File: config.mk
export PLATFORM = sky130hd
export DESIGN_NAME = gss_switcher
export DESIGN_NICKNAME = d
export VERILOG_FILES = /design/src/gss_pkg.sv /design/src/gss_switcher.sv
export SDC_FILE = /design/constraint.sdc
export NUM_CORES = 2
export LEC_CHECK = 0
export BUFFER_PORTS_ARGS = -buffer_cell sky130_fd_sc_hd__buf_4
export CORE_MARGIN = 5
export CORE_UTILIZATION = 55
export CTS_CLUSTER_SIZE = 16
export DETAILED_ROUTE_END_ITERATION = 10
export GPL_ROUTABILITY_DRIVEN = 0
export GPL_TIMING_DRIVEN = 0
export PLACE_DENSITY_LB_ADDON = 0.05
export SLEW_MARGIN = 40
export SYNTH_ARGS = -nofsm -noshare
export SYNTH_HDL_FRONTEND = slang
export SYNTH_SLANG_ARGS = --single-unit
File: constraint.sdc
create_clock -name clk_i -period 13 [get_ports clk_i]
set_clock_uncertainty 0.15 [all_clocks]
set_input_delay 2.6 -clock clk_i [delete_from_list [all_inputs] [get_ports clk_i]]
set_output_delay 2.6 -clock clk_i [all_outputs]
set_load 0.02 [all_outputs]
File: src/gss_pkg.sv
package gss_pkg;
	// bus geometry and gain set layout
	localparam int DW = 16;
	localparam int AW = 5;
	localparam int NGAIN = 7;
	localparam int NRAMP = 5;
	localparam int DIV_STEPS = 32;

	// gain index within a set
	localparam logic [2:0] G_SPD = 3'h0;
	localparam logic [2:0] G_INT = 3'h1;
	localparam logic [2:0] G_POS = 3'h2;
	localparam logic [2:0] G_TRQ = 3'h3;
	localparam logic [2:0] G_FRC = 3'h4;
	localparam logic [2:0] G_MFG = 3'h5;
	localparam logic [2:0] G_MFC = 3'h6;

	// register offsets (word index on the plain port)
	localparam logic [4:0] ADDR_SET1_BASE = 5'h00;
	localparam logic [4:0] ADDR_SET2_BASE = 5'h08;
	localparam logic [4:0] ADDR_MODE = 5'h10;
	localparam logic [4:0] ADDR_SPDCTL = 5'h11;
	localparam logic [4:0] ADDR_WAIT1 = 5'h12;
	localparam logic [4:0] ADDR_WAIT2 = 5'h13;
	localparam logic [4:0] ADDR_RAMP1 = 5'h14;
	localparam logic [4:0] ADDR_RAMP2 = 5'h15;
	localparam logic [4:0] ADDR_STATUS = 5'h16;

	// gain switch mode parameter digits
	localparam int METHOD_LSB = 0;
	localparam int COND_LSB = 4;
	localparam logic [3:0] METHOD_MANUAL = 4'h0;
	localparam logic [3:0] METHOD_AUTO = 4'h2;
	localparam logic [3:0] COND_INPOS_ON = 4'h0;
	localparam logic [3:0] COND_INPOS_OFF = 4'h1;
	localparam logic [3:0] COND_PROX_ON = 4'h2;
	localparam logic [3:0] COND_PROX_OFF = 4'h3;
	localparam logic [3:0] COND_REF_IDLE = 4'h4;
	localparam logic [3:0] COND_REF_IN = 4'h5;
	localparam logic [3:0] SPDCTL_PI = 4'h0;
	localparam logic [3:0] SPDCTL_IP = 4'h1;

	// reset values
	localparam logic [15:0] RST_SPD = 16'h0190;
	localparam logic [15:0] RST_INT = 16'h07D0;
	localparam logic [15:0] RST_POS = 16'h0190;
	localparam logic [15:0] RST_TRQ = 16'h0064;
	localparam logic [15:0] RST_FRC = 16'h0064;
	localparam logic [15:0] RST_MFG = 16'h01F4;
	localparam logic [15:0] RST_MFC = 16'h03E8;
	localparam logic [15:0] RST_MODE = 16'h0000;
	localparam logic [15:0] RST_SPDCTL = 16'h0000;
	localparam logic [15:0] RST_TIME = 16'h0000;

	// one millisecond step at the 40 ns control clock
	localparam int CLK_PERIOD_NS = 40;
	localparam int MS_TIME_NS = 1000000;
	localparam int MS_CYCLES = MS_TIME_NS / CLK_PERIOD_NS;

	localparam logic SET1 = 1'b0;
	localparam logic SET2 = 1'b1;

	typedef enum logic [1:0] {
		ST_STEADY = 2'b00,
		ST_WAIT = 2'b01,
		ST_RAMP = 2'b10
	} gss_state_t;

	// reset value of a gain slot, same for both sets
	function automatic logic [15:0] gss_gain_rst(input logic [2:0] idx);
		case (idx)
			G_SPD: gss_gain_rst = RST_SPD;
			G_INT: gss_gain_rst = RST_INT;
			G_POS: gss_gain_rst = RST_POS;
			G_TRQ: gss_gain_rst = RST_TRQ;
			G_FRC: gss_gain_rst = RST_FRC;
			G_MFG: gss_gain_rst = RST_MFG;
			default: gss_gain_rst = RST_MFC;
		endcase
	endfunction : gss_gain_rst
endpackage : gss_pkg

File: src/gss_switcher.sv
// What this block does
// RULE1: mode digit 0 selects host-commanded switching (default), 2 selects automatic switching.
// RULE2: host never writes the reserved value 1 into the method digit.
// RULE3: each set holds speed, integral, position, torque filter, model-follow and friction gains.
// RULE4: automatic switching leaves both model-following values on their current set.
// RULE5: manual model-following switch only when idle and stopped; other gains switch anyway.
// RULE6: manual select bit 0 applies set 1, bit 1 applies set 2.
// RULE7: select bit comes from command I/O field, or option field in legacy profile.
// RULE8: condition A true moves to set 2 via wait/ramp 1; false returns via wait/ramp 2.
// RULE9: tens digit picks condition A in position control: codes 0 to 5.
// RULE10: outside position control even codes fix set 1, odd codes fix set 2.
// RULE11: on a condition change wait first, then ramp each gain linearly over switching time.
// RULE12: automatic switching only while speed loop runs PI or I-P control.
// RULE13: waiting and switching times are 0 to 65535 in 1 ms steps, default 0.
// RULE14: tuning-less function forces gain set 1 regardless of method.
// RULE15: counters run per control cycle; zero switching time applies new set next cycle. Here wait and ramp counts step once per 1 ms tick.
// RULE16: mode parameter changes act in the next control cycle without restart.
//
// Implementation choices: strobed register access and the placing of the registers.
`timescale 1ns/1ps
module gss_switcher #(
	parameter int TICK_CYCLES = gss_pkg::MS_CYCLES
) (
	input wire logic clk_i,
	input wire logic arst_n_i,
	input wire logic [gss_pkg::AW-1:0] reg_addr_i,
	input wire logic [gss_pkg::DW-1:0] reg_wdata_i,
	input wire logic reg_wr_i,
	input wire logic reg_rd_i,
	output logic [gss_pkg::DW-1:0] reg_rdata_o,
	input wire logic legacy_profile_i,
	input wire logic servo_command_io_field_gsel_i,
	input wire logic option_field_gsel_i,
	input wire logic position_control_i,
	input wire logic positioning_complete_flag_i,
	input wire logic proximity_window_flag_i,
	input wire logic ref_filter_out_active_i,
	input wire logic ref_input_active_i,
	input wire logic cmd_executing_i,
	input wire logic motor_stopped_i,
	input wire logic tuning_less_i,
	output logic [gss_pkg::DW-1:0] speed_gain_o,
	output logic [gss_pkg::DW-1:0] speed_integral_o,
	output logic [gss_pkg::DW-1:0] position_gain_o,
	output logic [gss_pkg::DW-1:0] torque_filter_o,
	output logic [gss_pkg::DW-1:0] friction_gain_o,
	output logic [gss_pkg::DW-1:0] model_follow_gain_o,
	output logic [gss_pkg::DW-1:0] model_follow_comp_o,
	output logic [1:0] effective_set_o,
	output logic switching_o
);
	import gss_pkg::*;

	function automatic logic [15:0] gss_absdiff(input logic [15:0] a, input logic [15:0] b);
		gss_absdiff = (b >= a) ? (b - a) : (a - b);
	endfunction : gss_absdiff

	logic [15:0] gain_reg [0:1][0:NGAIN-1];
	logic [15:0] mode_reg;
	logic [15:0] spdctl_reg;
	logic [15:0] wait1_reg;
	logic [15:0] wait2_reg;
	logic [15:0] ramp1_reg;
	logic [15:0] ramp2_reg;
	logic [15:0] rdata_reg;
	logic [15:0] out_reg [0:NGAIN-1];
	logic [15:0] blend_reg [0:NRAMP-1];
	logic [1:0] eff_reg;
	logic sw_reg;
	gss_state_t state_reg;
	logic cur_reg;
	logic target_reg;
	logic mf_reg;
	logic [15:0] cnt_reg;
	logic [15:0] k_reg;
	logic [15:0] len_reg;
	logic ramp_init_reg;
	logic div_start_reg;
	logic [15:0] tick_cnt_reg;
	logic tick_reg;
	logic div_busy_reg;
	logic [2:0] div_idx_reg;
	logic [5:0] div_step_reg;
	logic [31:0] dvd_reg;
	logic [16:0] rem_reg;

	logic [3:0] method;
	logic [3:0] cond_code;
	logic auto_mode;
	logic auto_allowed;
	logic manual_sel;
	logic cond_a;
	logic desired;
	logic [16:0] rem_sh;
	logic div_ge;
	logic [16:0] rem_next;
	logic [31:0] dvd_next;
	logic [15:0] div_old;
	logic [15:0] div_new;

	// mode decode is combinational so a new value acts on the next edge
	assign method = mode_reg[METHOD_LSB +: 4]; // see RULE16
	assign cond_code = mode_reg[COND_LSB +: 4];
	assign auto_mode = (method == METHOD_AUTO); // see RULE1
	assign auto_allowed = (spdctl_reg[3:0] == SPDCTL_PI) || (spdctl_reg[3:0] == SPDCTL_IP); // see RULE12
	assign manual_sel = legacy_profile_i ? option_field_gsel_i : servo_command_io_field_gsel_i; // see RULE7

	// condition A selection; unlisted codes read as never true
	always_comb begin
		case (cond_code) // see RULE9
			COND_INPOS_ON: cond_a = positioning_complete_flag_i;
			COND_INPOS_OFF: cond_a = !positioning_complete_flag_i;
			COND_PROX_ON: cond_a = proximity_window_flag_i;
			COND_PROX_OFF: cond_a = !proximity_window_flag_i;
			COND_REF_IDLE: cond_a = !ref_filter_out_active_i && !ref_input_active_i;
			COND_REF_IN: cond_a = ref_input_active_i;
			default: cond_a = 1'b0;
		endcase
	end

	// outside position control the odd codes up to 5 pin set 2
	assign desired = position_control_i ? cond_a : (cond_code[0] && cond_code <= COND_REF_IN); // see RULE10

	// register writes; any method value other than 2 behaves as manual
	always_ff @(posedge clk_i or negedge arst_n_i) begin
		if (!arst_n_i) begin
			for (int s = 0; s < 2; s++) begin
				for (int i = 0; i < NGAIN; i++) begin
					gain_reg[s][i] <= gss_gain_rst(3'(i)); // see RULE3
				end
			end
			mode_reg <= RST_MODE;
			spdctl_reg <= RST_SPDCTL;
			wait1_reg <= RST_TIME; // see RULE13
			wait2_reg <= RST_TIME;
			ramp1_reg <= RST_TIME;
			ramp2_reg <= RST_TIME;
		end else if (reg_wr_i) begin
			if (reg_addr_i[4:3] == ADDR_SET1_BASE[4:3] && reg_addr_i[2:0] != 3'h7) begin
				gain_reg[0][reg_addr_i[2:0]] <= reg_wdata_i;
			end else if (reg_addr_i[4:3] == ADDR_SET2_BASE[4:3] && reg_addr_i[2:0] != 3'h7) begin
				gain_reg[1][reg_addr_i[2:0]] <= reg_wdata_i;
			end else begin
				case (reg_addr_i)
					ADDR_MODE: mode_reg <= reg_wdata_i;
					ADDR_SPDCTL: spdctl_reg <= reg_wdata_i;
					ADDR_WAIT1: wait1_reg <= reg_wdata_i;
					ADDR_WAIT2: wait2_reg <= reg_wdata_i;
					ADDR_RAMP1: ramp1_reg <= reg_wdata_i;
					ADDR_RAMP2: ramp2_reg <= reg_wdata_i;
					default: ;
				endcase
			end
		end
	end

	// read data valid only in the cycle after the strobe; unmapped reads zero
	always_ff @(posedge clk_i or negedge arst_n_i) begin
		if (!arst_n_i) begin
			rdata_reg <= 16'h0000;
		end else if (!reg_rd_i) begin
			rdata_reg <= 16'h0000;
		end else if (reg_addr_i[4] == 1'b0 && reg_addr_i[2:0] != 3'h7) begin
			rdata_reg <= gain_reg[reg_addr_i[3]][reg_addr_i[2:0]];
		end else begin
			case (reg_addr_i)
				ADDR_MODE: rdata_reg <= mode_reg;
				ADDR_SPDCTL: rdata_reg <= spdctl_reg;
				ADDR_WAIT1: rdata_reg <= wait1_reg;
				ADDR_WAIT2: rdata_reg <= wait2_reg;
				ADDR_RAMP1: rdata_reg <= ramp1_reg;
				ADDR_RAMP2: rdata_reg <= ramp2_reg;
				ADDR_STATUS: rdata_reg <= {11'h000, state_reg, mf_reg, eff_reg};
				default: rdata_reg <= 16'h0000;
			endcase
		end
	end

	// free-running millisecond enable; a first step may come early by under 1 ms
	always_ff @(posedge clk_i or negedge arst_n_i) begin
		if (!arst_n_i) begin
			tick_cnt_reg <= 16'h0000;
			tick_reg <= 1'b0;
		end else if (tick_cnt_reg == 16'(TICK_CYCLES - 1)) begin
			tick_cnt_reg <= 16'h0000;
			tick_reg <= 1'b1;
		end else begin
			tick_cnt_reg <= tick_cnt_reg + 16'h0001;
			tick_reg <= 1'b0;
		end
	end

	// set selection: tuning-less first, then manual, then the automatic sequence
	always_ff @(posedge clk_i or negedge arst_n_i) begin
		if (!arst_n_i) begin
			state_reg <= ST_STEADY;
			cur_reg <= SET1;
			target_reg <= SET1;
			mf_reg <= SET1;
			cnt_reg <= 16'h0000;
			k_reg <= 16'h0000;
			len_reg <= 16'h0000;
			ramp_init_reg <= 1'b0;
			div_start_reg <= 1'b0;
		end else begin
			ramp_init_reg <= 1'b0;
			div_start_reg <= 1'b0;
			if (tuning_less_i) begin
				state_reg <= ST_STEADY; // see RULE14
				cur_reg <= SET1;
				mf_reg <= SET1;
			end else if (!auto_mode) begin
				state_reg <= ST_STEADY;
				cur_reg <= manual_sel; // see RULE6
				if (!cmd_executing_i && motor_stopped_i) begin
					mf_reg <= manual_sel; // see RULE5
				end
			end else if (!auto_allowed) begin
				// other speed loop modes freeze the set that is in use
				state_reg <= ST_STEADY; // see RULE12
			end else begin
				// model-following set is left alone here
				case (state_reg) // see RULE4
					ST_STEADY: begin
						if (desired != cur_reg) begin
							target_reg <= desired; // see RULE8
							cnt_reg <= desired ? wait1_reg : wait2_reg;
							state_reg <= ST_WAIT;
						end
					end
					ST_WAIT: begin
						if (desired == cur_reg) begin
							state_reg <= ST_STEADY;
						end else if (cnt_reg == 16'h0000) begin
							len_reg <= target_reg ? ramp1_reg : ramp2_reg; // see RULE8
							if ((target_reg ? ramp1_reg : ramp2_reg) == 16'h0000) begin
								cur_reg <= target_reg; // see RULE15
								state_reg <= ST_STEADY;
							end else begin
								k_reg <= 16'h0000;
								ramp_init_reg <= 1'b1;
								state_reg <= ST_RAMP; // see RULE11
							end
						end else if (tick_reg) begin
							cnt_reg <= cnt_reg - 16'h0001; // see RULE11
						end
					end
					ST_RAMP: begin
						if (tick_reg) begin
							if (k_reg + 16'h0001 >= len_reg) begin
								cur_reg <= target_reg;
								state_reg <= ST_STEADY;
							end else begin
								k_reg <= k_reg + 16'h0001;
								div_start_reg <= 1'b1; // see RULE11
							end
						end
					end
					default: state_reg <= ST_STEADY;
				endcase
			end
		end
	end

	// one restoring-division step; quotient never exceeds the gain difference
	assign div_old = gain_reg[cur_reg][div_idx_reg];
	assign div_new = gain_reg[target_reg][div_idx_reg];
	assign rem_sh = {rem_reg[15:0], dvd_reg[31]};
	assign div_ge = rem_sh >= {1'b0, len_reg};
	assign rem_next = div_ge ? (rem_sh - {1'b0, len_reg}) : rem_sh;
	assign dvd_next = {dvd_reg[30:0], div_ge};

	// blended value old + (new - old) * k / len, one gain after the other
	always_ff @(posedge clk_i or negedge arst_n_i) begin
		if (!arst_n_i) begin
			for (int i = 0; i < NRAMP; i++) begin
				blend_reg[i] <= 16'h0000;
			end
			div_busy_reg <= 1'b0;
			div_idx_reg <= 3'h0;
			div_step_reg <= 6'h00;
			dvd_reg <= 32'h00000000;
			rem_reg <= 17'h00000;
		end else if (ramp_init_reg) begin
			for (int i = 0; i < NRAMP; i++) begin
				blend_reg[i] <= gain_reg[cur_reg][i];
			end
			div_busy_reg <= 1'b0;
		end else if (div_start_reg) begin
			div_busy_reg <= 1'b1;
			div_idx_reg <= 3'h0;
			div_step_reg <= 6'h00;
		end else if (div_busy_reg) begin
			if (div_step_reg == 6'h00) begin
				dvd_reg <= gss_absdiff(div_old, div_new) * k_reg; // see RULE11
				rem_reg <= 17'h00000;
				div_step_reg <= 6'h01;
			end else begin
				dvd_reg <= dvd_next;
				rem_reg <= rem_next;
				if (div_step_reg == 6'(DIV_STEPS)) begin
					blend_reg[div_idx_reg] <= (div_new >= div_old) ? (div_old + dvd_next[15:0])
						: (div_old - dvd_next[15:0]);
					div_step_reg <= 6'h00;
					if (div_idx_reg == 3'(NRAMP - 1)) begin
						div_busy_reg <= 1'b0;
					end else begin
						div_idx_reg <= div_idx_reg + 3'h1;
					end
				end else begin
					div_step_reg <= div_step_reg + 6'h01;
				end
			end
		end
	end

	// registered gain outputs; blend is only loaded one cycle into the ramp, so hold the old set until then
	always_ff @(posedge clk_i or negedge arst_n_i) begin
		if (!arst_n_i) begin
			for (int i = 0; i < NGAIN; i++) begin
				out_reg[i] <= gss_gain_rst(3'(i));
			end
			eff_reg <= 2'h1;
			sw_reg <= 1'b0;
		end else begin
			for (int i = 0; i < NRAMP; i++) begin
				out_reg[i] <= (state_reg == ST_RAMP && !ramp_init_reg) ? blend_reg[i] : gain_reg[cur_reg][i]; // see RULE3
			end
			out_reg[G_MFG] <= gain_reg[mf_reg][G_MFG];
			out_reg[G_MFC] <= gain_reg[mf_reg][G_MFC];
			eff_reg <= cur_reg ? 2'h2 : 2'h1;
			sw_reg <= (state_reg != ST_STEADY);
		end
	end

	assign reg_rdata_o = rdata_reg;
	assign speed_gain_o = out_reg[G_SPD];
	assign speed_integral_o = out_reg[G_INT];
	assign position_gain_o = out_reg[G_POS];
	assign torque_filter_o = out_reg[G_TRQ];
	assign friction_gain_o = out_reg[G_FRC];
	assign model_follow_gain_o = out_reg[G_MFG];
	assign model_follow_comp_o = out_reg[G_MFC];
	assign effective_set_o = eff_reg;
	assign switching_o = sw_reg;
endmodule : gss_switcher

==> summary.md <==
| Metric | Value |
|---|---|
| Ys flop type | `dfrtp_1` |
| Seq/Total Area, Yosys | `a little over a third` |
| Non-Filler Instances | `5790` |
| Vias in the first global route | `approximately 36000` |
| Compound-Gate Fraction of Synth Area | `11.4%` |
| Fmax | `79.6 MHz` |
| Synth Net Count | `4843` |
| Die width | `a little under 300 um` |
| Ports | `167` |
| Final hold vios | `0` |
| Pins over their slew limit | `0` |
| Nets | `5077` |
| Most frequent CP cell | `fa_1` |
| Setup CP Type | `flip-flop to flip-flop` |
| Wire per inst | `27.4 um` |
| Synth warn | `0` |
| Slowest cell on the critical path | `buf_1` |
| Number of routed nets with antenna violations | `0` |
| Vias | `~37000` |
| Total GRT Usage | `35.2%` |
| Worst slew pin tran | `966 ps` |
| RR Endpoint | `dvd_reg[29]` |
| Yosys cell types | `89` |
| Max incr delay on CP | `approximately 700 ps` |
| Htree depth | `3` |
| Hold Crit Class | `flip-flop to flip-flop` |
| Reg2Reg Launch Point | `div_idx_reg[0]` |
| Core area | `82100 sq um` |
| Clk slew on worst S/H paths | `60 ps` |
| Simple-Gate Fraction of Synth Area | `11.2%` |
| Placed Cells | `between 5000 and 6000` |
| Dpl cell area | `48300 sq um` |
| WP data arrival | `12930 ps` |
| R2r worst-path depth | `40` |
| Reg area | `roughly 17000 sq um` |
| Rel. slew slack | `33.7%` |
| CP Capture Type | `flip-flop` |
| XOR/XNOR share of the synthesized area | `2.00%` |
| 1st-iter DRT viols | `4247` |
| CTS Buffer Depth | `3` |
| Antenna violations before repair | `8` |
| CP max FO | `10` |
| Max FFs per register | `224` |
| Via-to-Cell Ratio | `6.36` |
| Fillers | `6794` |
| GRT Residual Overflow | `0` |
| Fin crit share | `approximately 97%` |
| Die Span Y | `298 um` |
| Multi-input logic area | `26700 sq um` |
| Most frequent cells in the layout | `dfrtp_1 (570), nand2_1 (420), mux2_2 (420), inv_1 (326), nor2_1 (279)` |
| Clock buffer count from CTS | `75` |
| Synth top area share | `about a third` |
| CTS root buf | `clkbuf_16` |
| CTS tree | `yes` |
| Initial Util | `55.4%` |
| Adder-cell share of the synthesized area | `14.0%` |
| Worst Hold Path EP | `effective_set_o[1]` |
| First-pass GRT wire length | `between 200000 and 250000 um` |
| Die area | `88600 sq um` |
| Synthesized instance count | `4415` |
| Main combinational cell family by area after synthesis | `multiplexers` |
| Largest net degree at the start of global routing | `111` |
| Sinks on Clock Net | `between 600 and 700` |
| Layout cells sized above 1 | `roughly 22%` |
| CP required | `13370 ps` |
| EDFF count, synth | `0` |
| Status | `finished clean` |
| Most common cell after layout, fill and taps aside | `dfrtp_1` |
| Leading post-synthesis cells by cell area | `dfrtp_1 (31%), mux2_2 (10%), fa_1 (8.7%)` |
| Design area | `51300 sq um` |
| Max Cap Viol | `0` |
| Reg2reg setup slack | `440 ps` |
| Startpoint Class | `flip-flop` |
| Mux share of post-synthesis cell area | `approximately a fifth` |
| Fin crit period | `12560 ps` |
| RSZ-0062 raised after global routing | `false` |
| Final setup viols | `0` |
| Yosys reg bits | `661` |
| Hold path depth | `0` |
| Hold Startpoint | `cur_reg` |
| Post-synth top area cell | `dfrtp_1` |
| Syn-to-layout area delta | `12.7%` |
| DRT Pass-1 Iters | `6` |
| Syn_area_per_cell | `10.3 sq um` |
| Worst-Skew Late Latency | `between 600 and 700 ps` |
| Placement Rows | `105` |
| IO buf count | `roughly 150` |
| DRC viols | `0` |
| Total wire length | `159000 um` |
| Synthesized cell area | `45500 sq um` |
| Ys async rst share | `100%` |
| Hpwl dp | `121000 um` |
==> Yosys cell counts, types with 17 or more instances <==
cell,instances
a21oi_1,274
a31oi_1,31
buf_2,23
ha_1,194
nor3_1,50
mux2_2,420
o21ai_1,22
inv_1,326
mux2i_1,198
nor2b_1,29
xor2_1,38
dfstp_2,91
a211oi_1,54
nand3_1,77
buf_1,44
o31ai_1,17
a22oi_1,52
a21o_1,32
fa_1,198
dfrtp_1,570
clkbuf_1,212
o21ai_0,179
mux4_2,95
xnor2_1,62
nand2_1,420
and3_1,37
a22o_1,17
o211ai_1,35
nor2_1,279
o21a_1,21
and2_1,109
==> stage by stage <==
stage               utilization [%]  setup slack, ps  hold slack, ps  setup TNS, ps
floorplan                         -             2380             199              0
global placement               58.4             -396             209          -1040
detailed placement             58.9              114             218              0
CTS                            62.3             77.8             224              0
global route                   62.4             15.9             234              0
finish                         62.4              439             222              0
==> critical path: cells and delay by family (launching register included) <==
family	cells	cell delay, ps
mux	4	1170
flops	1	340
simple gates	3	310
compound gates	13	3220
xor+xnor	1	440
buf+inv	10	2770
fa+ha+maj	9	3990
==> logic make-up (layout without fill, tap and decap cells) <==
kind of cell,after synthesis,count (layout)
simple gates,1100,1100
mux,713,713
compound gates,829,829
xor+xnor,102,102
flops,661,661
fa+ha+maj,392,392
buf+inv,618,915
other cells,0,8
==> cell type report <==
type / instances / area share [%]
clock inverter: 43 / 1.44
multi-input combinational: 3136 / 52.1
inverter: 329 / 2.41
buffer: 289 / 2.34
clock buffer: 97 / 4.02
antenna: 8 / 0.0391
tap: 1070 / 2.61
sequential: 661 / 32.5
timing repair buffer: 157 / 2.58
==> how the worst max path moves through the flow <==
stage | to | cells after the start | startpoint | slack (ps)
finish | dvd_reg[29] | 40 | div_idx_reg[0] | 440
global route | dvd_reg[29] | 42 | cur_reg | 20
CTS | dvd_reg[31] | 43 | cur_reg | 80
detailed placement | dvd_reg[31] | 43 | cur_reg | 110
global placement | dvd_reg[31] | 45 | cur_reg | -400
floorplan | dvd_reg[31] | 43 | cur_reg | 2380
==> repair_timing <==
action / in CTS / in global routing
hold buffers: 0 / 0
setup endpoints to repair: 0 / 11
resized for setup: 0 / 11
buffers inserted: 0 / 2
==> routing by layer <==
layer	up-vias	track usage (%)	share of wire, %
li1	15900	-	-
met1	18500	48.3	40
met2	2005	50.6	42
met3	403	12.7	12
met4	8	14.8	5.2
met5	-	0.812	0.11
Power is left out: the tool's default activity adds up to more than one toggle a clock period on the data nets, which glitch-free logic cannot reach.
